[src/design/udp_consts.vh]
`ifndef UDP_CONSTS_VH
`define UDP_CONSTS_VH

////////////////////////////////////////////////////////////////////////////////
// Register byte offsets on the Avalon-MM slave.
`define UDP_OFS_DATA      5'h00
`define UDP_OFS_CSA       5'h04
`define UDP_OFS_CSB       5'h08
`define UDP_OFS_CSC       5'h0C
`define UDP_OFS_BAUD      5'h10

////////////////////////////////////////////////////////////////////////////////
// Bit positions in ctrl_status_a.
`define UDP_CSA_RXDONE    7
`define UDP_CSA_TXDONE    6
`define UDP_CSA_TXBE      5
`define UDP_CSA_FRMERR    4
`define UDP_CSA_OVR       3
`define UDP_CSA_PARERR    2

// Bit positions in ctrl_status_b.
`define UDP_CSB_RXDONE_IE 7
`define UDP_CSB_DONE_IE   6
`define UDP_CSB_EMPTY_IE  5
`define UDP_CSB_RXON      4
`define UDP_CSB_TXON      3
`define UDP_CSB_SIZE2     2
`define UDP_CSB_RX9       1
`define UDP_CSB_TX9       0

// Bit positions in the frame format register.
`define UDP_CSC_SYNC      6
`define UDP_CSC_PAREN     5
`define UDP_CSC_PARODD    4
`define UDP_CSC_STOP2     3
`define UDP_CSC_SIZE_HI   2
`define UDP_CSC_SIZE_LO   1

////////////////////////////////////////////////////////////////////////////////
// Reset values and encodings.
`define UDP_CSB_RST       8'h00
`define UDP_CSC_RST       8'h06
`define UDP_BAUD_RST      16'h0009
`define UDP_SIZE_NINE     3'h7
`define UDP_NBITS_NINE    4'h9
`define UDP_NBITS_BASE    4'h5

`endif

[src/design/udp_bit_timer.v]
module udp_bit_timer (
	// Clock and reset
	input  wire        clk,
	input  wire        rst_n,
	// Control
	input  wire        hold,
	input  wire        half_sel,
	input  wire [15:0] divisor,
	// Bit strobe
	output wire        tick
);

	reg [15:0] count_reg;
	reg [15:0] count_next;

	// While held the counter is preloaded, so the first strobe after release lands
	// half a bit later (receiver start check) or one full bit later (transmitter).
	always @* begin
		if (hold)
			count_next = half_sel ? {1'b0, divisor[15:1]} : divisor;
		else if (count_reg == 16'h0000)
			count_next = divisor;
		else
			count_next = count_reg - 16'h0001;
	end

	always @(posedge clk or negedge rst_n) begin
		if (!rst_n)
			count_reg <= 16'h0000;
		else
			count_reg <= count_next;
	end

	assign tick = ~hold & (count_reg == 16'h0000);

endmodule // udp_bit_timer

[src/design/udp_datapath.v]
// Operation
// [RULE1] Nine-bit characters take bit eight from tx_ninth_bit, set before the data write.
// [RULE2] tx_buffer_empty is one when the transmit buffer is empty, else zero.
// [RULE3] Writing data_buffer_port loads the transmit buffer and clears tx_buffer_empty.
// [RULE4] Empty interrupt stays high while empty and enabled, gated by global enable.
// [RULE5] tx_complete sets when the frame is shifted out and no character waits.
// [RULE6] tx_complete clears on interrupt service or on a written one.
// [RULE7] Transmit-complete interrupt rises when tx_complete sets, if enabled globally.
// [RULE8] Parity enabled inserts parity after the last data bit, before stop.
// [RULE9] Transmitter disable waits until shifter and buffer are both empty.
// [RULE10] A truly disabled transmitter releases the serial output pin.
// [RULE11] receiver_on makes the receiver take the serial input pin.
// [RULE12] Synchronous mode clocks the receiver from the sync clock pin.
// [RULE13] Reception starts on a valid start bit and samples up to stop.
// [RULE14] Only the first stop bit is checked; a second is ignored.
// [RULE15] At the first stop bit the frame moves into the receive buffer.
// [RULE16] Characters under eight bits read back with zero upper bits.
// [RULE17] Ninth bit and error flags travel per entry; reading data advances.
// [RULE18] Software reads status and ninth bit before the low data byte.
// [RULE19] Software writes zero to the tx_buffer_empty position.
// [RULE20] The shifter takes the next character when idle or after last stop.
// [RULE21] Frame is low start, data LSB first, parity, stops; idle high.
// [RULE22] rx_complete is one while unread received data exist.
// [RULE23] Two-entry receive buffer; overrun when full, one waits, new start.
// [RULE24] One data address: writes feed transmit, reads return oldest receive.
//
// The register addresses and the Avalon-MM slave port are this design's own decisions.
`include "udp_consts.vh"

module udp_datapath (
	// Clock and reset
	input  wire        clk,
	input  wire        rst_b,
	// Avalon-MM slave
	input  wire [4:0]  avs_address,
	input  wire        avs_read,
	input  wire        avs_write,
	input  wire [31:0] avs_writedata,
	input  wire [3:0]  avs_byteenable,
	output reg  [31:0] avs_readdata,
	output wire        avs_waitrequest,
	// Serial pins
	input  wire        rxd,
	input  wire        sync_clock_pin,
	output wire        txd_out,
	output reg         txd_en,
	output wire        rxd_en,
	// Interrupt requests
	input  wire        global_irq_en,
	input  wire        tx_done_irq_ack,
	output wire        irq_tx_empty,
	output wire        irq_tx_done,
	output wire        irq_rx_done
);

	localparam [1:0] T_IDLE  = 2'b01;
	localparam [1:0] T_SHIFT = 2'b10;
	localparam [1:0] R_IDLE  = 2'b01;
	localparam [1:0] R_BITS  = 2'b10;
	localparam [7:0] CSB_RST = `UDP_CSB_RST;
	localparam [7:0] CSC_RST = `UDP_CSC_RST;

	////////////////////////////////////////////////////////////////////////////////
	// Reset release, pin synchronisers, bus handshake.

	reg        rst_q1_reg;
	reg        rst_n_reg;
	reg        rxd_q1_reg;
	reg        rxd_s_reg;
	reg        xck_q1_reg;
	reg        xck_s_reg;
	reg        xck_d_reg;
	reg        ack_reg;
	wire       rst_n = rst_n_reg;

	always @(posedge clk or negedge rst_b) begin
		if (!rst_b) begin
			rst_q1_reg <= 1'b0;
			rst_n_reg  <= 1'b0;
		end else begin
			rst_q1_reg <= 1'b1;
			rst_n_reg  <= rst_q1_reg;
		end
	end

	always @(posedge clk or negedge rst_n) begin
		if (!rst_n) begin
			rxd_q1_reg <= 1'b1;
			rxd_s_reg  <= 1'b1;
			xck_q1_reg <= 1'b0;
			xck_s_reg  <= 1'b0;
			xck_d_reg  <= 1'b0;
			ack_reg    <= 1'b0;
		end else begin
			rxd_q1_reg <= rxd;
			rxd_s_reg  <= rxd_q1_reg;
			xck_q1_reg <= sync_clock_pin;
			xck_s_reg  <= xck_q1_reg;
			xck_d_reg  <= xck_s_reg;
			ack_reg    <= (avs_read | avs_write) & ~ack_reg;
		end
	end

	// Every access costs two cycles: read data are registered in the first.
	assign avs_waitrequest = (avs_read | avs_write) & ~ack_reg;
	wire xck_rise = xck_s_reg & ~xck_d_reg;
	wire xck_fall = ~xck_s_reg & xck_d_reg;
	wire wr_go    = avs_write & ack_reg;
	wire rd_go    = avs_read & ack_reg;
	wire wr_lo    = wr_go & avs_byteenable[0];
	wire wr_data  = wr_lo & (avs_address == `UDP_OFS_DATA);
	wire rd_data  = rd_go & (avs_address == `UDP_OFS_DATA);

	////////////////////////////////////////////////////////////////////////////////
	// Control registers.

	reg        rxdone_irq_en_reg;
	reg        tx_done_irq_en_reg;
	reg        tx_empty_irq_en_reg;
	reg        receiver_on_reg;
	reg        transmitter_on_reg;
	reg        tx_ninth_bit_reg;
	reg        sync_mode_reg;
	reg        parity_enable_reg;
	reg        parity_odd_reg;
	reg        two_stop_reg;
	reg [2:0]  char_size_sel_reg;
	reg [15:0] baud_reg;

	always @(posedge clk or negedge rst_n) begin
		if (!rst_n) begin
			rxdone_irq_en_reg  <= CSB_RST[`UDP_CSB_RXDONE_IE];
			tx_done_irq_en_reg <= CSB_RST[`UDP_CSB_DONE_IE];
			tx_empty_irq_en_reg <= CSB_RST[`UDP_CSB_EMPTY_IE];
			receiver_on_reg    <= CSB_RST[`UDP_CSB_RXON];
			transmitter_on_reg <= CSB_RST[`UDP_CSB_TXON];
			tx_ninth_bit_reg   <= CSB_RST[`UDP_CSB_TX9];
			sync_mode_reg      <= CSC_RST[`UDP_CSC_SYNC];
			parity_enable_reg  <= CSC_RST[`UDP_CSC_PAREN];
			parity_odd_reg     <= CSC_RST[`UDP_CSC_PARODD];
			two_stop_reg       <= CSC_RST[`UDP_CSC_STOP2];
			char_size_sel_reg  <= {CSB_RST[`UDP_CSB_SIZE2], CSC_RST[`UDP_CSC_SIZE_HI:`UDP_CSC_SIZE_LO]};
			baud_reg           <= `UDP_BAUD_RST;
		end else begin
			if (wr_lo && avs_address == `UDP_OFS_CSB) begin
				rxdone_irq_en_reg    <= avs_writedata[`UDP_CSB_RXDONE_IE];
				tx_done_irq_en_reg   <= avs_writedata[`UDP_CSB_DONE_IE];
				tx_empty_irq_en_reg  <= avs_writedata[`UDP_CSB_EMPTY_IE];
				receiver_on_reg      <= avs_writedata[`UDP_CSB_RXON];
				transmitter_on_reg   <= avs_writedata[`UDP_CSB_TXON];
				char_size_sel_reg[2] <= avs_writedata[`UDP_CSB_SIZE2];
				tx_ninth_bit_reg     <= avs_writedata[`UDP_CSB_TX9]; // [RULE1]
			end
			if (wr_lo && avs_address == `UDP_OFS_CSC) begin
				sync_mode_reg          <= avs_writedata[`UDP_CSC_SYNC];
				parity_enable_reg      <= avs_writedata[`UDP_CSC_PAREN];
				parity_odd_reg         <= avs_writedata[`UDP_CSC_PARODD];
				two_stop_reg           <= avs_writedata[`UDP_CSC_STOP2];
				char_size_sel_reg[1:0] <= avs_writedata[`UDP_CSC_SIZE_HI:`UDP_CSC_SIZE_LO];
			end
			if (wr_lo && avs_address == `UDP_OFS_BAUD)
				baud_reg[7:0] <= avs_writedata[7:0];
			if (wr_go && avs_byteenable[1] && avs_address == `UDP_OFS_BAUD)
				baud_reg[15:8] <= avs_writedata[15:8];
		end
	end

	////////////////////////////////////////////////////////////////////////////////
	// Frame format helpers shared by both directions.

	function [8:0] mask_data;
		input [8:0] d;
		input [3:0] n;
		integer k;
		begin
			for (k = 0; k < 9; k = k + 1)
				mask_data[k] = (k < n) ? d[k] : 1'b0;
		end
	endfunction

	function parity_of;
		input [8:0] d;
		input       odd;
		begin
			parity_of = (^d) ^ odd;
		end
	endfunction

	wire [3:0] nbits = (char_size_sel_reg == `UDP_SIZE_NINE) ? `UDP_NBITS_NINE :
		(`UDP_NBITS_BASE + {2'b00, char_size_sel_reg[1:0]});
	wire [3:0] par_len = {3'b000, parity_enable_reg};

	////////////////////////////////////////////////////////////////////////////////
	// Transmitter.

	reg  [8:0]  txbuf_reg;
	reg         txbuf_full_reg;
	reg  [12:0] tsh_reg;
	reg  [3:0]  tcnt_reg;
	reg  [1:0]  tstate_reg;
	reg         tx_complete_reg;
	reg  [12:0] tframe;
	reg  [8:0]  tdata;
	integer     i;
	wire        ttmr_tick;

	wire tshift   = (tstate_reg == T_SHIFT);
	wire tx_tick  = sync_mode_reg ? xck_fall : ttmr_tick;
	// Once the pin is released it stays released until software enables again.
	wire tx_live  = transmitter_on_reg | (txd_en & (tshift | txbuf_full_reg)); // [RULE9]
	wire tx_last  = tshift & tx_tick & (tcnt_reg == 4'h1);
	wire tx_load  = txbuf_full_reg & tx_live & (~tshift | tx_last); // [RULE20]
	wire [3:0] tlen = 4'h2 + nbits + par_len + {3'b000, two_stop_reg};

	always @* begin
		tdata  = mask_data(txbuf_reg, nbits);
		tframe = 13'h1FFF;
		tframe[0] = 1'b0; // [RULE21]
		for (i = 0; i < 9; i = i + 1)
			if (i < nbits)
				tframe[i + 1] = tdata[i];
		if (parity_enable_reg)
			tframe[nbits + 4'h1] = parity_of(tdata, parity_odd_reg); // [RULE8]
	end

	udp_bit_timer u_tx_timer (
		.clk      (clk),
		.rst_n    (rst_n),
		.hold     (~tshift),
		.half_sel (1'b0),
		.divisor  (baud_reg),
		.tick     (ttmr_tick)
	);

	always @(posedge clk or negedge rst_n) begin
		if (!rst_n) begin
			txbuf_reg       <= 9'h000;
			txbuf_full_reg  <= 1'b0;
			tsh_reg         <= 13'h1FFF;
			tcnt_reg        <= 4'h0;
			tstate_reg      <= T_IDLE;
			tx_complete_reg <= 1'b0;
			txd_en          <= 1'b0;
		end else begin
			txd_en <= tx_live; // [RULE10]
			case (tstate_reg)
				T_IDLE: begin
					if (tx_load) begin
						tsh_reg    <= tframe;
						tcnt_reg   <= tlen;
						tstate_reg <= T_SHIFT;
					end
				end
				T_SHIFT: begin
					if (tx_load) begin
						tsh_reg  <= tframe;
						tcnt_reg <= tlen;
					end else if (tx_last) begin
						tsh_reg    <= 13'h1FFF;
						tstate_reg <= T_IDLE;
					end else if (tx_tick) begin
						tsh_reg  <= {1'b1, tsh_reg[12:1]}; // [RULE21]
						tcnt_reg <= tcnt_reg - 4'h1;
					end
				end
				default: begin
					tstate_reg <= T_IDLE;
				end
			endcase
			if (tx_load)
				txbuf_full_reg <= 1'b0; // [RULE2]
			if (wr_data) begin
				txbuf_reg      <= {tx_ninth_bit_reg, avs_writedata[7:0]}; // [RULE1]
				txbuf_full_reg <= 1'b1; // [RULE3] [RULE24]
			end
			// A frame ending in the same cycle as a clear still leaves the flag set.
			if (tx_last && !tx_load)
				tx_complete_reg <= 1'b1; // [RULE5]
			else if (tx_done_irq_ack || (wr_lo && avs_address == `UDP_OFS_CSA &&
				avs_writedata[`UDP_CSA_TXDONE]))
				tx_complete_reg <= 1'b0; // [RULE6]
		end
	end

	assign txd_out = tsh_reg[0];

	////////////////////////////////////////////////////////////////////////////////
	// Receiver.

	reg  [1:0]  rstate_reg;
	reg  [3:0]  rcnt_reg;
	reg  [9:0]  rsh_reg;
	reg  [10:0] held_reg;
	reg         held_valid_reg;
	reg         ovr_pending_reg;
	reg  [11:0] fifo_mem [0:1];
	reg         wp_reg;
	reg         rp_reg;
	reg  [1:0]  fcnt_reg;
	reg  [8:0]  rdata;
	wire        rtmr_tick;

	wire ridle     = (rstate_reg == R_IDLE);
	wire rx_hold   = ~receiver_on_reg | (ridle & rxd_s_reg);
	wire rx_tick   = receiver_on_reg & (sync_mode_reg ? xck_rise : rtmr_tick); // [RULE12]
	wire rx_start  = ridle & rx_tick & ~rxd_s_reg; // [RULE13]
	wire [3:0] rlast = nbits + par_len + 4'h1;
	wire rx_stop   = (rstate_reg == R_BITS) & rx_tick & (rcnt_reg == rlast);
	wire fifo_pop  = rd_data & (fcnt_reg != 2'h0); // [RULE24]
	wire fifo_push = held_valid_reg & ((fcnt_reg != 2'h2) | fifo_pop);
	wire [11:0] head = fifo_mem[rp_reg];
	wire rx_has    = (fcnt_reg != 2'h0);

	always @* begin
		rdata = mask_data(rsh_reg[8:0], nbits); // [RULE16]
	end

	udp_bit_timer u_rx_timer (
		.clk      (clk),
		.rst_n    (rst_n),
		.hold     (rx_hold),
		.half_sel (ridle),
		.divisor  (baud_reg),
		.tick     (rtmr_tick)
	);

	// Storage needs no reset: flags and ninth bit are masked while empty, but a data read shows the head entry unmasked.
	always @(posedge clk) begin
		if (fifo_push)
			fifo_mem[wp_reg] <= {held_reg[10], ovr_pending_reg, held_reg[9:0]}; // [RULE17]
	end

	always @(posedge clk or negedge rst_n) begin
		if (!rst_n) begin
			rstate_reg      <= R_IDLE;
			rcnt_reg        <= 4'h0;
			rsh_reg         <= 10'h000;
			held_reg        <= 11'h000;
			held_valid_reg  <= 1'b0;
			ovr_pending_reg <= 1'b0;
			wp_reg          <= 1'b0;
			rp_reg          <= 1'b0;
			fcnt_reg        <= 2'h0;
		end else if (!receiver_on_reg) begin
			// Disabling is immediate and drops everything already received.
			rstate_reg      <= R_IDLE;
			held_valid_reg  <= 1'b0;
			ovr_pending_reg <= 1'b0;
			fcnt_reg        <= 2'h0;
			rp_reg          <= wp_reg;
		end else begin
			case (rstate_reg)
				R_IDLE: begin
					if (rx_start) begin
						rstate_reg <= R_BITS;
						rcnt_reg   <= 4'h1;
					end
				end
				R_BITS: begin
					if (rx_stop) begin
						// Only the first stop bit is sampled; the line then idles.
						rstate_reg <= R_IDLE; // [RULE14]
						held_reg   <= {~rxd_s_reg, parity_enable_reg &
							(parity_of(rdata, parity_odd_reg) != rsh_reg[nbits]), rdata}; // [RULE15]
					end else if (rx_tick) begin
						rsh_reg[rcnt_reg - 4'h1] <= rxd_s_reg; // [RULE13]
						rcnt_reg <= rcnt_reg + 4'h1;
					end
				end
				default: begin
					rstate_reg <= R_IDLE;
				end
			endcase
			if (fifo_push) begin
				wp_reg          <= ~wp_reg;
				ovr_pending_reg <= 1'b0;
			end
			// The waiting character is lost when the next one starts; a push in that cycle wins.
			if (rx_start && held_valid_reg && !fifo_push)
				ovr_pending_reg <= 1'b1; // [RULE23]
			if (rx_stop)
				held_valid_reg <= 1'b1;
			else if (fifo_push || rx_start)
				held_valid_reg <= 1'b0;
			if (fifo_pop)
				rp_reg <= ~rp_reg; // [RULE17]
			fcnt_reg <= fcnt_reg + {1'b0, fifo_push} - {1'b0, fifo_pop}; // [RULE23]
		end
	end

	assign rxd_en = receiver_on_reg; // [RULE11]

	////////////////////////////////////////////////////////////////////////////////
	// Read data and interrupt requests.

	always @(posedge clk or negedge rst_n) begin
		if (!rst_n) begin
			avs_readdata <= 32'h00000000;
		end else if (avs_read && !ack_reg) begin
			case (avs_address)
				`UDP_OFS_DATA: avs_readdata <= {24'h000000, head[7:0]}; // [RULE15] [RULE24]
				`UDP_OFS_CSA:  avs_readdata <= {24'h000000, rx_has, tx_complete_reg,
					~txbuf_full_reg, rx_has & head[11], rx_has & head[10],
					rx_has & head[9], 2'b00}; // [RULE2] [RULE22]
				`UDP_OFS_CSB:  avs_readdata <= {24'h000000, rxdone_irq_en_reg,
					tx_done_irq_en_reg, tx_empty_irq_en_reg, receiver_on_reg,
					transmitter_on_reg, char_size_sel_reg[2], rx_has & head[8],
					tx_ninth_bit_reg}; // [RULE17]
				`UDP_OFS_CSC:  avs_readdata <= {25'h0, sync_mode_reg,
					parity_enable_reg, parity_odd_reg, two_stop_reg,
					char_size_sel_reg[1:0], 1'b0};
				`UDP_OFS_BAUD: avs_readdata <= {16'h0000, baud_reg};
				default:       avs_readdata <= 32'h00000000;
			endcase
		end
	end

	assign irq_tx_empty = global_irq_en & tx_empty_irq_en_reg & ~txbuf_full_reg; // [RULE4]
	assign irq_tx_done  = global_irq_en & tx_done_irq_en_reg & tx_complete_reg; // [RULE7]
	assign irq_rx_done  = global_irq_en & rxdone_irq_en_reg & rx_has;

endmodule // udp_datapath

[config.mk]
export PLATFORM = sky130hd
export DESIGN_NAME = udp_datapath
export DESIGN_NICKNAME = d
export VERILOG_FILES = /design/src/design/udp_bit_timer.v /design/src/design/udp_datapath.v
export VERILOG_INCLUDE_DIRS = /design/src /design/src/design
export SDC_FILE = /design/constraint.sdc
export NUM_CORES = 1
export LEC_CHECK = 0
export BUFFER_PORTS_ARGS = -buffer_cell sky130_fd_sc_hd__buf_2
export CAP_MARGIN = 20
export CELL_PAD_IN_SITES_DETAIL_PLACEMENT = 1
export CELL_PAD_IN_SITES_GLOBAL_PLACEMENT = 1
export CORE_MARGIN = 4
export CORE_UTILIZATION = 30
export CTS_CLUSTER_DIAMETER = 30
export DETAILED_ROUTE_END_ITERATION = 10
export GPL_ROUTABILITY_DRIVEN = 0
export PLACE_DENSITY_LB_ADDON = 0.1
export SETUP_SLACK_MARGIN = 0.4
export SYNTH_ARGS = -nofsm -noshare
export SYNTH_HDL_FRONTEND = slang
export SYNTH_HIERARCHICAL = 1
export SYNTH_SLANG_ARGS = --single-unit
[constraint.sdc]
create_clock -name clk -period 5.3 [get_ports clk]
set_input_delay 0.795 -clock clk [delete_from_list [all_inputs] [get_ports clk]]
set_output_delay 0.795 -clock clk [all_outputs]
set_load 0.05 [all_outputs]
# Yosys cells after proc, flatten, opt, wreduce, memory -nomap -nowiden
# Memory sizes are Yosys's and may differ from the RTL's.
# Cells that the tools add are included.
# W data, S select, Z words.
word_totals:
  reg_bits: 165
  ramBits: 24
  inputBits: 49
  output_inout_bits: 39
  wordCells: 268
  n_memories: 1
mem_list:
  columns: ["memory", "words", "width", "read_ports", "rd_ports_with_merged_regs", "write_ports", "line_no", "rtl"]
  rows:
  - ["fifo_mem", 2, 12, 1, 0, 1, "udp_datapath.v:296", "reg [11:0] fifo_mem [0:1];"]
op_classes:
  addsub: 14
  n_lt_le_gt_ge: 14
  eq_ne: 27
  n_mux: 82
  n_bitwise: 53
  reduce_logical: 36
op_table:
  columns: ["operator", "count"]
  rows:
  - ["$mux W16", 5]
  - ["$pmux W16 S5", 1]
  - ["$mux W13", 5]
  - ["$mux W1", 46]
  - ["$and A1 B1 Y1", 34]
  - ["$logic_not A16 Y1", 2]
  - ["$mux W4", 8]
  - ["$sub A16 B1 Y16 const B", 2]
  - ["$pmux W13 S2", 1]
  - ["$reduce_xor A9 Y1", 2]
  - ["$lt A3 B4 Y1 const A", 4]
  - ["$pmux W4 S2", 2]
  - ["$lt A4 B5 Y1 const B", 3]
  - ["$mux W2", 7]
  - ["$bwmux W13", 1]
  - ["$logic_and A1 B1 Y1", 13]
  - ["$add A4 B1 Y4", 3]
  - ["$add A4 B1 Y4 const B", 3]
  - ["$not A1 Y1", 11]
  - ["$bwmux W10", 1]
  - ["$eq A5 B4 Y1 const B", 2]
  - ["$ne A2 B2 Y1 const B", 5]
  - ["$reduce_bool A2 Y1", 5]
  - ["$ne A3 B1 Y1 const B", 3]
  - ["other kinds (33)", 57]

# Logic depth before layout (Yosys ltp)
# Gate-level depths: netlist of the first run.
depth:
  ltp_word: 13
  depth_mapped: 15
  depth_no_buf: 11

# Hierarchy
# Netlist of the first run, hierarchy kept.
by_module_without_submodules:
  columns: ["mod", "instances", "cells_per_inst", "area_per_inst_um2", "seq_area_each_um2"]
  rows:
  - ["udp_datapath", 1, 623, 7008.0, 3674.8]
  - ["udp_bit_timer", 2, 136, 1261.2, 400.4]

# Least setup slack after synthesis of the first run
# Ideal clock, no wire load.
synth_path:
  path_kind: "register to register"
  startpoint: "reg char_size_sel_reg[0]"
  endpoint: "reg rsh_reg[4]"
  arrival_time_ns: 3.074
  required_ns: 5.175
  path_slack_ns: 2.101
  path_stages_with_launch: 13
  synth_period_minus_slack_ns: 3.199
  cell_sequence: "dfstp_2 -> ha_1 -> a21boi_0 -> ha_1 -> inv_1 -> fa_1 -> or3b_1 -> a211oi_1 -> nand2b_1 -> buf_4 -> nor2_1 -> nand2_1 -> mux2_2"
synth_between:
  elab_chain_cells: 8
synth_rtl:
  columns: ["item", "line_no", "rtl"]
  rows:
  - ["start: declaration", "udp_datapath.v:127", "reg [2:0] char_size_sel_reg;"]
  - ["start signal: assignment", "udp_datapath.v:142", "char_size_sel_reg <= {CSB_RST[`UDP_CSB_SIZE2], CSC_RST[`UDP_CSC_SIZE_HI:`UDP_CSC_SIZE_LO]};"]
  - ["start signal: assignment", "udp_datapath.v:159", "char_size_sel_reg[1:0] <= avs_writedata[`UDP_CSC_SIZE_HI:`UDP_CSC_SIZE_LO];"]
  - ["$add A3 B2 Y4 (no line) / $eq A3 B3 Y1 (equally long branches)", null, null]
  - ["$mux W4 (*)", "udp_datapath.v:189", "wire [3:0] nbits = (char_size_sel_reg == `UDP_SIZE_NINE) ? `UDP_NBITS_NINE :"]
  - ["$add A4 B1 Y4 (*) (2 in a row)", "udp_datapath.v:307", "wire [3:0] rlast = nbits + par_len + 4'h1;"]
  - ["$eq A4 B4 Y1 (*)", "udp_datapath.v:308", "wire rx_stop = (rstate_reg == R_BITS) & rx_tick & (rcnt_reg == rlast);"]
  - ["$and A1 B1 Y1 (*)", "udp_datapath.v:308", null]
  - ["$not A1 Y1 (no line) (*)", null, null]
  - ["$reduce_and A4 Y1 (no line) (*)", null, null]
  - ["end signal: indexed assignment", "udp_datapath.v:366", "rsh_reg[rcnt_reg - 4'h1] <= rxd_s_reg;"]
  - ["end: declaration", "udp_datapath.v:292", "reg [9:0] rsh_reg;"]
# Mark *: on every way between the ends. The rest lies on a longest branch, timed or not.
# A chain may end at the register's enable or synchronous reset.

# Final worst setup path of the first run
# Same ends and word-level chain as after synthesis.

==> tab_implementation.tex, run 1 <==
\begin{tabular}{lr}
\hline
Metric & Value \\
\hline
\multicolumn{2}{l}{\textbf{Logic synthesis}} \\
\quad Predominant post-synthesis flop cell & dfrtp\_1 \\
\quad Cell Area, Synth & 9530 µm² \\
\quad Netlist cell types & 76 \\
\quad Number of synthesis warnings & 6 \\
\quad Leading cell types by total area after synthesis & dfrtp\_1 34\%, mux2\_2 7.8\%, edfxtp\_1 7.6\%, dfstp\_2 5.8\%, mux2i\_1 4.8\% \\
\quad \#FFs+latches synth & 173 \\
\quad Leading area contributor after synthesis & dfrtp\_1 \\
\quad Sequential share of the synthesized area & 46.96\% \\
\quad Synthesized area per cell & 10.65 µm² \\
\quad Post-synth top area share & 33.61\% \\
\quad Number of cells produced by synthesis & 895 \\
\quad Number of flops mapped to enable cells by yosys & 24 \\
\quad Asr flop ratio synth & 86.13\% \\
\multicolumn{2}{l}{\textbf{Power and ir drop}} \\
\quad Static power due to leakage & 4.728 nW \\
\quad Max IR drop VDD & 0.2347 mV \\
\quad Switching power summed over all nets & 1.333 mW \\
\quad Proportion of power drawn by combinational gates & 25.1\% \\
\quad Part of the power in registers & 41.8\% \\
\quad Clk pwr share & 33.1\% \\
\quad Total power density per cell area & 364.2 nW/µm² \\
\quad Internal portion of total power & 2.547 mW \\
\quad Switching power as a share of total power & 34.35\% \\
\multicolumn{2}{l}{\textbf{Clock network}} \\
\quad CTS clock-pin slew for the worst setup and hold paths & 80 ps \\
\quad Buffer levels on the longest clock path & 2 \\
\quad Cts-stage hold buffer count & 0 \\
\quad CTS buffer count & 17 \\
\quad Number of gates given a new drive strength after cts & 0 \\
\quad CTS HTree Levels & 4 \\
\quad Clk sink count & 173 \\
\quad Later-pin clock latency in the skew report & 440 ps \\
\quad Clock tree root driver cell & clkbuf\_16 \\
\quad Setup fix buffers added after clock tree synthesis & 0 \\
\quad TritonCTS clock tree & yes \\
\multicolumn{2}{l}{\textbf{Detailed routing}} \\
\quad Drt total wl & 26.18 mm \\
\quad First-pass iteration count of the detailed router & 4 \\
\quad Number of DRC violations after detailed-routing iteration 0 & 229 \\
\quad Post-detailed-route via-to-cell ratio & 5.074 \\
\quad Routed wire length per instance & 19.61 µm \\
\quad Number of routed nets with antenna violations & 0 \\
\quad Count of vias placed by the detailed router & 6774 \\
\quad \# DRC & 0 \\
\multicolumn{2}{l}{\textbf{Timing}} \\
\quad Slew HR & 40.18\% \\
\quad Post-Route Hold Slack & 121.1 ps \\
\quad Achievable Freq & 251.1 MHz \\
\quad Setup violations, final & 0 \\
\quad Final hold violations & 0 \\
\quad Post-Route Skew & 13.80 ps \\
\quad Max-slew violations & 0 \\
\quad Ratio of final minimum period to clock period & 75.14\% \\
\quad Final critical path time including I/O delays and setup & 3982 ps \\
\quad Worst-Margin Slew & 897.3 ps \\
\quad RSZ-0062 raised after global routing & no \\
\quad Setup TNS Final & 0 ps \\
\multicolumn{2}{l}{\textbf{Critical path}} \\
\quad Most numerous cell on the critical path & ha\_1 \\
\quad Worst reg-to-reg path cell count & 11 \\
\quad Worst Path Buf+Inv & 1 \\
\quad Worst-path fanout max & 14 \\
\quad CP startpoint kind & flop \\
\quad Worst reg2reg setup slack & 1320 ps \\
\quad R2R Path End & rsh\_reg[4] \\
\quad Arrival time reported for the critical path endpoint & 4300 ps \\
\quad CP max-delay cell & dfstp\_2 \\
\quad Endpoint type of the worst setup path & flop \\
\quad Delay of the slowest cell on the worst path & 780 ps \\
\quad Worst path top cell family by delay & adder cells \\
\quad Required time reported for the critical path endpoint & 5620 ps \\
\quad R2R Path Start & char\_size\_sel\_reg[0] \\
\quad Chain of cells forming the critical path & ha\_1, a21boi\_0, ha\_1, inv\_1, fa\_1, xor2\_1, a211oi\_1, nand2b\_1, nor2\_1, nand2\_1, mux2\_2 \\
\quad WS Path Type & flop to flop \\
\multicolumn{2}{l}{\textbf{Global route}} \\
\quad Initial antenna violation count & 0 \\
\quad Global-route wire length before repair & 41.46 mm \\
\quad Number of global-route vias before repair & 7017 \\
\quad Pin count of the biggest net entering global routing & 148 \\
\quad Congestion Overflow GR & 0 \\
\quad Global routing usage summed across all routing layers & 15.54\% \\
\multicolumn{2}{l}{\textbf{Outcome}} \\
\quad Outcome & finished clean \\
\multicolumn{2}{l}{\textbf{Floorplanning}} \\
\quad Placeable core area & 30990 µm² \\
\quad Effective utilization at floorplan & 30.75\% \\
\quad Die Span Y & 186.2 µm \\
\quad Row count & 64 \\
\quad Overall die width & 186.2 µm \\
\quad Overall die area & 34680 µm² \\
\quad I/O pins & 88 \\
\multicolumn{2}{l}{\textbf{Hold path}} \\
\quad Min-delay worst type & input pin to asynchronous set/reset pin \\
\multicolumn{2}{l}{\textbf{Final layout}} \\
\quad Utilization of the core after routing & 34.37\% \\
\quad Top library cells by usage in the layout, fill and taps aside & 127 x dfrtp\_1, 90 x nand2\_1, 66 x mux2\_2 \\
\quad Most common cell after layout, fill and taps aside & dfrtp\_1 \\
\quad Max FFs per register & 24 \\
\quad Final layout net count & 1003 \\
\quad Register containing the most flip-flops in the final layout & fifo\_mem \\
\quad Fraction of final layout cells sized beyond drive strength 1 & 21.41\% \\
\quad Syn-to-layout area delta & 11.76\% \\
\quad Ant diodes & 0 \\
\multicolumn{2}{l}{\textbf{Job}} \\
\quad Maximum capacitance violations & 0 \\
\multicolumn{2}{l}{\textbf{Placed design}} \\
\quad I/O Buffers & 53 \\
\quad Total half-perimeter wirelength after legalization and detailed placement & 18.41 mm \\
\hline
\end{tabular}
[synth_stat cells, drive strengths merged (17+ instances only)]
cell / instances
a21oi: 22
nand2: 90
buf: 35
o22ai: 17
inv: 30
dfstp: 21
edfxtp: 24
mux2: 66
nor4: 17
dfrtp: 128
nor2: 44
o21ai: 63
clkbuf: 28
xnor2: 24
ha: 26
mux2i: 46
nor3: 30
[routing by layer]
layer | global-route usage (%) | vias up | wire length, µm
li1 | - | 3288 | -
met1 | 20.04 | 3414 | 11960
met2 | 27.51 | 57 | 13370
met3 | 2.645 | 15 | 642
met4 | 3.235 | 0 | 203
met5 | 0 | - | 0
[cell families (layout without fill, tap and decap cells)]
logic type               Yosys count  count (layout)  synth area share, %
AND/OR/NAND/NOR                  258             258                14.17
AO/OA/AOI/OAI                    193             193                13.86
flip-flops                       173             173                46.96
multiplexers                     112             112                12.63
buffers and inverters             93             121                4.857
XOR/XNOR                          36              36                3.610
adder cells (fa/ha/maj)           28              28                3.834
other                              2              18              0.07880
[per-stage QoR]
stage | instance area (µm²) | std cells | power (mW) | setup WS, ps
after global routing | 10650 | 1335 | 4.122 | 1006
after CTS | 10650 | 1335 | 3.950 | 1235
after floorplan | 9590 | 911 | 2.402 | 877.8
after global placement | 10060 | 1303 | 2.630 | 1285
final | 10650 | 1335 | 3.880 | 1318
after detailed placement | 10060 | 1303 | 2.638 | 1254
[worst max-delay path by stage]
stage / from / to / cells after the start
2_1_floorplan: rst_n / ack_reg / 0
3_3_place_gp: char_size_sel_reg[0] / rsh_reg[7] / 11
3_5_place_dp: char_size_sel_reg[0] / rsh_reg[4] / 11
4_1_cts: char_size_sel_reg[0] / rsh_reg[4] / 11
5_1_grt: char_size_sel_reg[0] / rsh_reg[4] / 11
6_report: char_size_sel_reg[0] / rsh_reg[4] / 11
[power groups by stage]
stage / Combinational [mW] / Sequential, mW / Clock (mW)
after floorplan: 0.799 / 1.60 / 0
after global placement: 0.983 / 1.65 / 0
after detailed placement: 0.989 / 1.65 / 0
after global routing: 1.10 / 1.64 / 1.38
final: 0.974 / 1.62 / 1.28
after CTS: 0.994 / 1.62 / 1.33
[area by class of cell]
class / count / area [µm²]
repair buffers: 59 / 322.8
clock buffers: 21 / 461.7
flip-flops and latches: 173 / 4479
fillers: 3445 / 20340
clock inverters: 11 / 125.1
multi-input cells: 645 / 4654
inverters: 30 / 112.6
well taps: 396 / 495.5
(Power assumes the default switching activity.)
==> run 2, diff against run 1 <==
==> constraint.sdc (replaced) <==
create_clock -name clk -period 3.78 [get_ports clk]
set_input_delay 0.567 -clock clk [delete_from_list [all_inputs] [get_ports clk]]
set_output_delay 0.567 -clock clk [all_outputs]
set_load 0.05 [all_outputs]
==> run 2 against run 1 <==
- critical path depth stayed put
- die area stayed put
- cell count is 1.5% higher
- setup slack worse by 750 ps
- global-route usage is 0.31 points higher
- worst hold slack better by 100 ps
- critical endpoint is now rsh_reg[0]
- largest cell class unchanged
==> tab_implementation.tex, run 2 (synthesized netlist as in run 1, its figures left out) <==
\begin{tabular}{lr}
\hline
Metric & Value \\
\hline
\multicolumn{2}{l}{\textbf{Final layout}} \\
\quad Final layout net count & 1023 \\
\quad Fraction of final layout cells sized beyond drive strength 1 & 24.09\% \\
\quad Utilization of the core after routing & 35.02\% \\
\quad Top library cells by usage in the layout, fill and taps aside & 127 x dfrtp\_1, 90 x nand2\_1, 66 x mux2\_2 \\
\quad Register containing the most flip-flops in the final layout & fifo\_mem \\
\quad Layout Cell Area excl Fill & 10850 µm² \\
\quad Max FFs per register & 24 \\
\quad Most common cell after layout, fill and taps aside & dfrtp\_1 \\
\quad Syn-to-layout area delta & 13.88\% \\
\quad Ant diodes & 0 \\
\multicolumn{2}{l}{\textbf{Global route}} \\
\quad Initial antenna violation count & 0 \\
\quad Global-route wire length before repair & 42.44 mm \\
\quad Pin count of the biggest net entering global routing & 55 \\
\quad Number of global-route vias before repair & 7057 \\
\quad Global routing usage summed across all routing layers & 15.85\% \\
\quad Congestion Overflow GR & 0 \\
\multicolumn{2}{l}{\textbf{Timing}} \\
\quad Slew HR & 47.07\% \\
\quad Final hold violations & 0 \\
\quad Worst-Margin Slew & 793.9 ps \\
\quad Post-Route Hold Slack & 224.2 ps \\
\quad Setup violations, final & 0 \\
\quad Post-Route Skew & 14.40 ps \\
\quad Max-slew violations & 0 \\
\quad Final critical path time including I/O delays and setup & 3217 ps \\
\quad RSZ-0062 raised after global routing & no \\
\quad Achievable Freq & 310.9 MHz \\
\quad Ratio of final minimum period to clock period & 85.10\% \\
\quad Setup TNS Final & 0 ps \\
\multicolumn{2}{l}{\textbf{Floorplanning}} \\
\quad Overall die area & 34680 µm² \\
\quad Die Span Y & 186.2 µm \\
\quad Row count & 64 \\
\quad Overall die width & 186.2 µm \\
\quad Effective utilization at floorplan & 30.75\% \\
\quad I/O pins & 88 \\
\quad Placeable core area & 30990 µm² \\
\multicolumn{2}{l}{\textbf{Critical path}} \\
\quad Endpoint type of the worst setup path & flop \\
\quad Worst-path fanout max & 4 \\
\quad WS Path Type & flop to flop \\
\quad CP startpoint kind & flop \\
\quad Arrival time reported for the critical path endpoint & 3540 ps \\
\quad Required time reported for the critical path endpoint & 4100 ps \\
\multicolumn{2}{l}{\textbf{Power and ir drop}} \\
\quad Internal portion of total power & 3.648 mW \\
\quad Switching power summed over all nets & 1.875 mW \\
\quad Static power due to leakage & 4.841 nW \\
\quad Clk pwr share & 33.3\% \\
\quad Proportion of power drawn by combinational gates & 25.6\% \\
\quad Power consumption & 5.523 mW \\
\quad Switching power as a share of total power & 33.95\% \\
\quad Max IR drop VDD & 0.3418 mV \\
\quad Total power density per cell area & 508.9 nW/µm² \\
\quad Part of the power in registers & 41.2\% \\
\multicolumn{2}{l}{\textbf{Detailed routing}} \\
\quad Count of vias placed by the detailed router & 6853 \\
\quad Number of routed nets with antenna violations & 0 \\
\quad Post-detailed-route via-to-cell ratio & 5.058 \\
\quad \# DRC & 0 \\
\quad Routed wire length per instance & 19.82 µm \\
\quad First-pass iteration count of the detailed router & 4 \\
\quad Number of DRC violations after detailed-routing iteration 0 & 302 \\
\quad Drt total wl & 26.86 mm \\
\multicolumn{2}{l}{\textbf{Placed design}} \\
\quad Placed cell areas & 10210 µm² \\
\quad Total half-perimeter wirelength after legalization and detailed placement & 19.36 mm \\
\quad I/O Buffers & 53 \\
\multicolumn{2}{l}{\textbf{Clock network}} \\
\quad CTS buffer count & 17 \\
\quad Later-pin clock latency in the skew report & 440 ps \\
\quad Buffer levels on the longest clock path & 2 \\
\quad Setup fix buffers added after clock tree synthesis & 0 \\
\quad CTS clock-pin slew for the worst setup and hold paths & 70 ps \\
\quad TritonCTS clock tree & yes \\
\quad Clk sink count & 173 \\
\quad CTS HTree Levels & 4 \\
\quad Clock tree root driver cell & clkbuf\_16 \\
\multicolumn{2}{l}{\textbf{Job}} \\
\quad Maximum capacitance violations & 0 \\
\multicolumn{2}{l}{\textbf{Hold path}} \\
\quad Min-delay worst type & input pin to flop \\
\multicolumn{2}{l}{\textbf{Outcome}} \\
\quad Outcome & finished clean \\
\hline
\end{tabular}
[run 2: cell count changes in the layout (fill, tap and decap cells not counted), moves of 2 or more]
| cell | previous run | this run |
|---|---|---|
| clkbuf_1 | 3 | 1 |
| nor2_1 | 43 | 41 |
| buf_4 | 5 | 24 |
| inv_6 | 4 | 6 |
[run 2: worst max-delay path, cell delays in order (launching register included)]
cell	delay (ps)
dfrtp_1	390
inv_1	120
ha_1	160
or4b_2	660
or4_4	480
nor2_2	130
nand2b_1	130
a211oi_4	300
nand2b_2	160
a21oi_2	210
nand2_1	90
mux2_2	270
[run 2: final timing paths]
kind | startpoint | to | slack (ps) | cells after the start
max in group asynchronous | rst_n | u_tx_timer/count_reg[11] | 2500 | 1
worst max-delay path | u_rx_timer/count_reg[0] | rsh_reg[0] | 560 | 11
worst max register to register | u_rx_timer/count_reg[0] | rsh_reg[0] | 560 | 11
worst min-delay path | rxd | rxd_q1_reg | 220 | 1
worst min register to register | rst_q1_reg | rst_n | 350 | 0
min in group asynchronous | rst_n | avs_readdata[3] | 410 | 0
[run 2: timing repair]
action                                  CTS  global route
pin swaps                                 1             1
hold buffers                              1             0
cloned                                    0             0
endpoints found under the setup margin   12            16
resized for setup                         4             8
endpoints found under the hold margin     2             0
[run 2: final cells by class]
| class | instances | area [µm²] |
|---|---|---|
| timing repair buffer | 79 | 475.5 |
| fill | 3426 | 20140 |
| sequential | 173 | 4479 |
| inverter | 30 | 112.6 |
| clock inverter | 12 | 146.4 |
| multi-input combinational | 645 | 4696 |
| tap | 396 | 495.5 |
| clock buffer | 20 | 447.9 |
[run 2: metal layers]
layer	up-vias	GRT usage [%]	part of all wire (%)
li1	3328	-	-
met1	3442	21.59	47
met2	75	26.88	50
met3	8	2.781	2.7
met4	0	2.827	0.60
met5	-	0	0
[run 2: power groups by stage]
| stage | clock network, mW | registers, mW | logic [mW] |
|---|---|---|---|
| 6_report | 1.84 | 2.27 | 1.41 |
| 5_1_grt | 1.99 | 2.31 | 1.59 |
| 4_1_cts | 1.90 | 2.28 | 1.44 |
| 3_5_place_dp | 0 | 2.31 | 1.43 |
| 3_3_place_gp | 0 | 2.31 | 1.42 |
| 2_1_floorplan | 0 | 2.25 | 1.12 |
[run 2: per-stage QoR]
stage / std cells / setup WS [ps]
after floorplan: 911 / 581.2
after global placement: 1322 / 263.7
after detailed placement: 1322 / 220.4
after CTS: 1355 / 423.7
after global routing: 1355 / 388.3
final: 1355 / 563.0
==> run 3, diff against run 2 <==
--- a/config.mk
+++ b/config.mk
@@ -11,7 +11,7 @@
 export CELL_PAD_IN_SITES_DETAIL_PLACEMENT = 1
 export CELL_PAD_IN_SITES_GLOBAL_PLACEMENT = 1
 export CORE_MARGIN = 4
-export CORE_UTILIZATION = 30
+export CORE_UTILIZATION = 40
 export CTS_CLUSTER_DIAMETER = 30
 export DETAILED_ROUTE_END_ITERATION = 10
 export GPL_ROUTABILITY_DRIVEN = 0
==> run 3 against run 2 <==
- core utilization is 11 points higher
- total power hardly changed
- maximum frequency is 1.6% lower
==> tab_implementation.tex, run 3 (synthesized netlist as in run 1, its figures left out) <==
\begin{tabular}{lr}
\hline
Metric & Value \\
\hline
\multicolumn{2}{l}{\textbf{Detailed routing}} \\
\quad Routed length on met2 & 13.70 mm \\
\quad Drt total wl & 26.24 mm \\
\quad Number of DRC violations after detailed-routing iteration 0 & 444 \\
\quad Met3 wirelength from detailed routing & 759 µm \\
\quad Met1 Routed Length & 11.13 mm \\
\quad Post-detailed-route via-to-cell ratio & 5.582 \\
\quad Uppermost layer routed & met4 \\
\quad Number of routed nets with antenna violations & 0 \\
\quad First-pass iteration count of the detailed router & 4 \\
\quad \# DRC & 0 \\
\quad Count of vias placed by the detailed router & 7112 \\
\quad Routed wire length per instance & 20.60 µm \\
\multicolumn{2}{l}{\textbf{Placed design}} \\
\quad I/O Buffers & 53 \\
\quad Placed cell areas & 10070 µm² \\
\quad Number of cells in the design after placement & 1239 \\
\quad Pre-CTS setup slack & 165.9 ps \\
\quad Total half-perimeter wirelength after legalization and detailed placement & 18.94 mm \\
\multicolumn{2}{l}{\textbf{Clock network}} \\
\quad CTS HTree Levels & 4 \\
\quad TritonCTS clock tree & yes \\
\quad Clock tree root driver cell & clkbuf\_16 \\
\quad Later-pin clock latency in the skew report & 440 ps \\
\quad Buffer levels on the longest clock path & 2 \\
\quad CTS clock-pin slew for the worst setup and hold paths & 80 ps \\
\quad Clk sink count & 173 \\
\quad CTS buffer count & 17 \\
\multicolumn{2}{l}{\textbf{Critical path}} \\
\quad Endpoint type of the worst setup path & flop \\
\quad Start point of the critical path & u\_rx\_timer/count\_reg[0] \\
\quad WS Path Type & flop to flop \\
\quad Worst Path Buf+Inv & 4 \\
\quad R2R Path Start & u\_rx\_timer/count\_reg[0] \\
\quad CP max-delay cell & or4b\_2 \\
\quad Worst reg2reg setup slack & 510 ps \\
\quad Chain of cells forming the critical path & inv\_1, ha\_1, or4b\_2, or4\_4, nor2\_2, nand2b\_1, a211oi\_4, buf\_4, nand2\_1, buf\_4, a21oi\_1, inv\_1 \\
\quad R2R Path End & rstate\_reg[1] \\
\quad Arrival time reported for the critical path endpoint & 3590 ps \\
\quad CP startpoint kind & flop \\
\quad Worst-path fanout max & 19 \\
\quad Required time reported for the critical path endpoint & 4100 ps \\
\quad Worst path top cell family by delay & simple AND/OR/NAND/NOR gates \\
\quad Delay of the slowest cell on the worst path & 660 ps \\
\quad Worst reg-to-reg path cell count & 12 \\
\multicolumn{2}{l}{\textbf{Timing}} \\
\quad Setup violations, final & 0 \\
\quad RSZ-0062 raised after global routing & no \\
\quad Achievable Freq & 305.7 MHz \\
\quad Slew HR & 47.61\% \\
\quad Worst-Margin Slew & 785.8 ps \\
\quad Max-slew violations & 0 \\
\quad Final critical path time including I/O delays and setup & 3271 ps \\
\quad Ratio of final minimum period to clock period & 86.53\% \\
\quad Setup TNS Final & 0 ps \\
\quad Final hold violations & 0 \\
\quad Post-Route Skew & 16.92 ps \\
\quad Least setup slack across all paths after layout & 509.2 ps \\
\quad Post-Route Hold Slack & 212.0 ps \\
\multicolumn{2}{l}{\textbf{Global route}} \\
\quad Global routing usage summed across all routing layers & 20.56\% \\
\quad Initial antenna violation count & 0 \\
\quad Number of global-route vias before repair & 7617 \\
\quad Pin count of the biggest net entering global routing & 59 \\
\quad Congestion Overflow GR & 0 \\
\quad Global-route wire length before repair & 42.66 mm \\
\multicolumn{2}{l}{\textbf{Power and ir drop}} \\
\quad Max IR drop VDD & 0.2838 mV \\
\quad Total power density per cell area & 513.4 nW/µm² \\
\quad Static power due to leakage & 4.826 nW \\
\multicolumn{2}{l}{\textbf{Final layout}} \\
\quad Final layout net count & 1018 \\
\quad Most common cell after layout, fill and taps aside & dfrtp\_1 \\
\quad Top library cells by usage in the layout, fill and taps aside & 127 x dfrtp\_1, 89 x nand2\_1, 66 x mux2\_2 \\
\quad Final non-filler cell total & 1274 \\
\quad Max FFs per register & 24 \\
\quad Register containing the most flip-flops in the final layout & fifo\_mem \\
\quad Fraction of final layout cells sized beyond drive strength 1 & 23.79\% \\
\quad Syn-to-layout area delta & 12.92\% \\
\quad Layout Cell Area excl Fill & 10760 µm² \\
\multicolumn{2}{l}{\textbf{Floorplanning}} \\
\quad Overall die area & 26360 µm² \\
\quad Placeable core area & 23470 µm² \\
\quad Effective utilization at floorplan & 40.60\% \\
\quad Die Span Y & 162.4 µm \\
\quad I/O pins & 88 \\
\quad Row count & 56 \\
\quad Overall die width & 162.4 µm \\
\multicolumn{2}{l}{\textbf{Hold path}} \\
\quad Worst hold path depth & 1 \\
\quad Min-delay worst type & input pin to flop \\
\quad Worst Hold Launch & rxd \\
\quad Hold Crit Endpoint & rxd\_q1\_reg \\
\multicolumn{2}{l}{\textbf{Job}} \\
\quad Maximum capacitance violations & 0 \\
\multicolumn{2}{l}{\textbf{Outcome}} \\
\quad Outcome & finished clean \\
\hline
\end{tabular}
-- run 3: cell types whose count changed in the layout (fill, tap and decap cells not counted), moves of 2 or more --
cell and change:
buf_4 -5, bufinv_16 -2, clkinv_4 +2, clkinv_8 +7, inv_6 -5, inv_8 +3
-- run 3: repair_timing --
action | in CTS | in global routing
pin swaps | 0 | 1
hold buffers | 1 | 0
hold endpoints to repair | 2 | 0
endpoints found under the setup margin | 14 | 15
setup buffers | 0 | 1
resized for setup | 4 | 11
-- run 3: final cells by class --
type	instances	area, µm²
inverters	30	112.6
fillers	2598	12710
clock inverters	15	193.9
flip-flops and latches	173	4479
repair buffers	74	437.9
diodes	1	2.502
multi-input cells	645	4711
clock buffers	17	425.4
well taps	319	399.1
-- run 3: worst max-delay path by stage --
stage                                to  cells after the start  slack [ps]
after floorplan              rsh_reg[4]                     12         580
after global placement       rsh_reg[5]                     11         220
after CTS                    rsh_reg[1]                     11         420
after global routing      rstate_reg[1]                     12         360
after detailed placement     rsh_reg[6]                     11         170
final                     rstate_reg[1]                     12         510
-- run 3: report_power, final --
part / internal (mW) / switching (mW)
registers: 2.07 / 0.208
clock network: 0.903 / 0.909
logic: 0.561 / 0.875
-- run 3: worst register-to-register path: cells and delay by family (launching register included) --
kind,cells,cell delay [ps]
buffers and inverters,4,560
and+or+nand+nor,5,1450
AOI/OAI and AO/OA,2,610
DFF,1,400
adders and majority gates,1,150
-- run 3: stage by stage --
step	power (mW)	utilization [%]
floorplan	3.368	-
global placement	3.643	42.88
detailed placement	3.710	42.88
CTS	5.558	45.61
global route	5.825	45.84
finish	5.524	45.85
-- run 3: routing by layer --
metal | track usage, % | vias up
met1 | 25.75 | 3644
met3 | 3.316 | 33
met5 | 0 | -
met2 | 36.23 | 121
li1 | - | 3314
met4 | 6.959 | 0
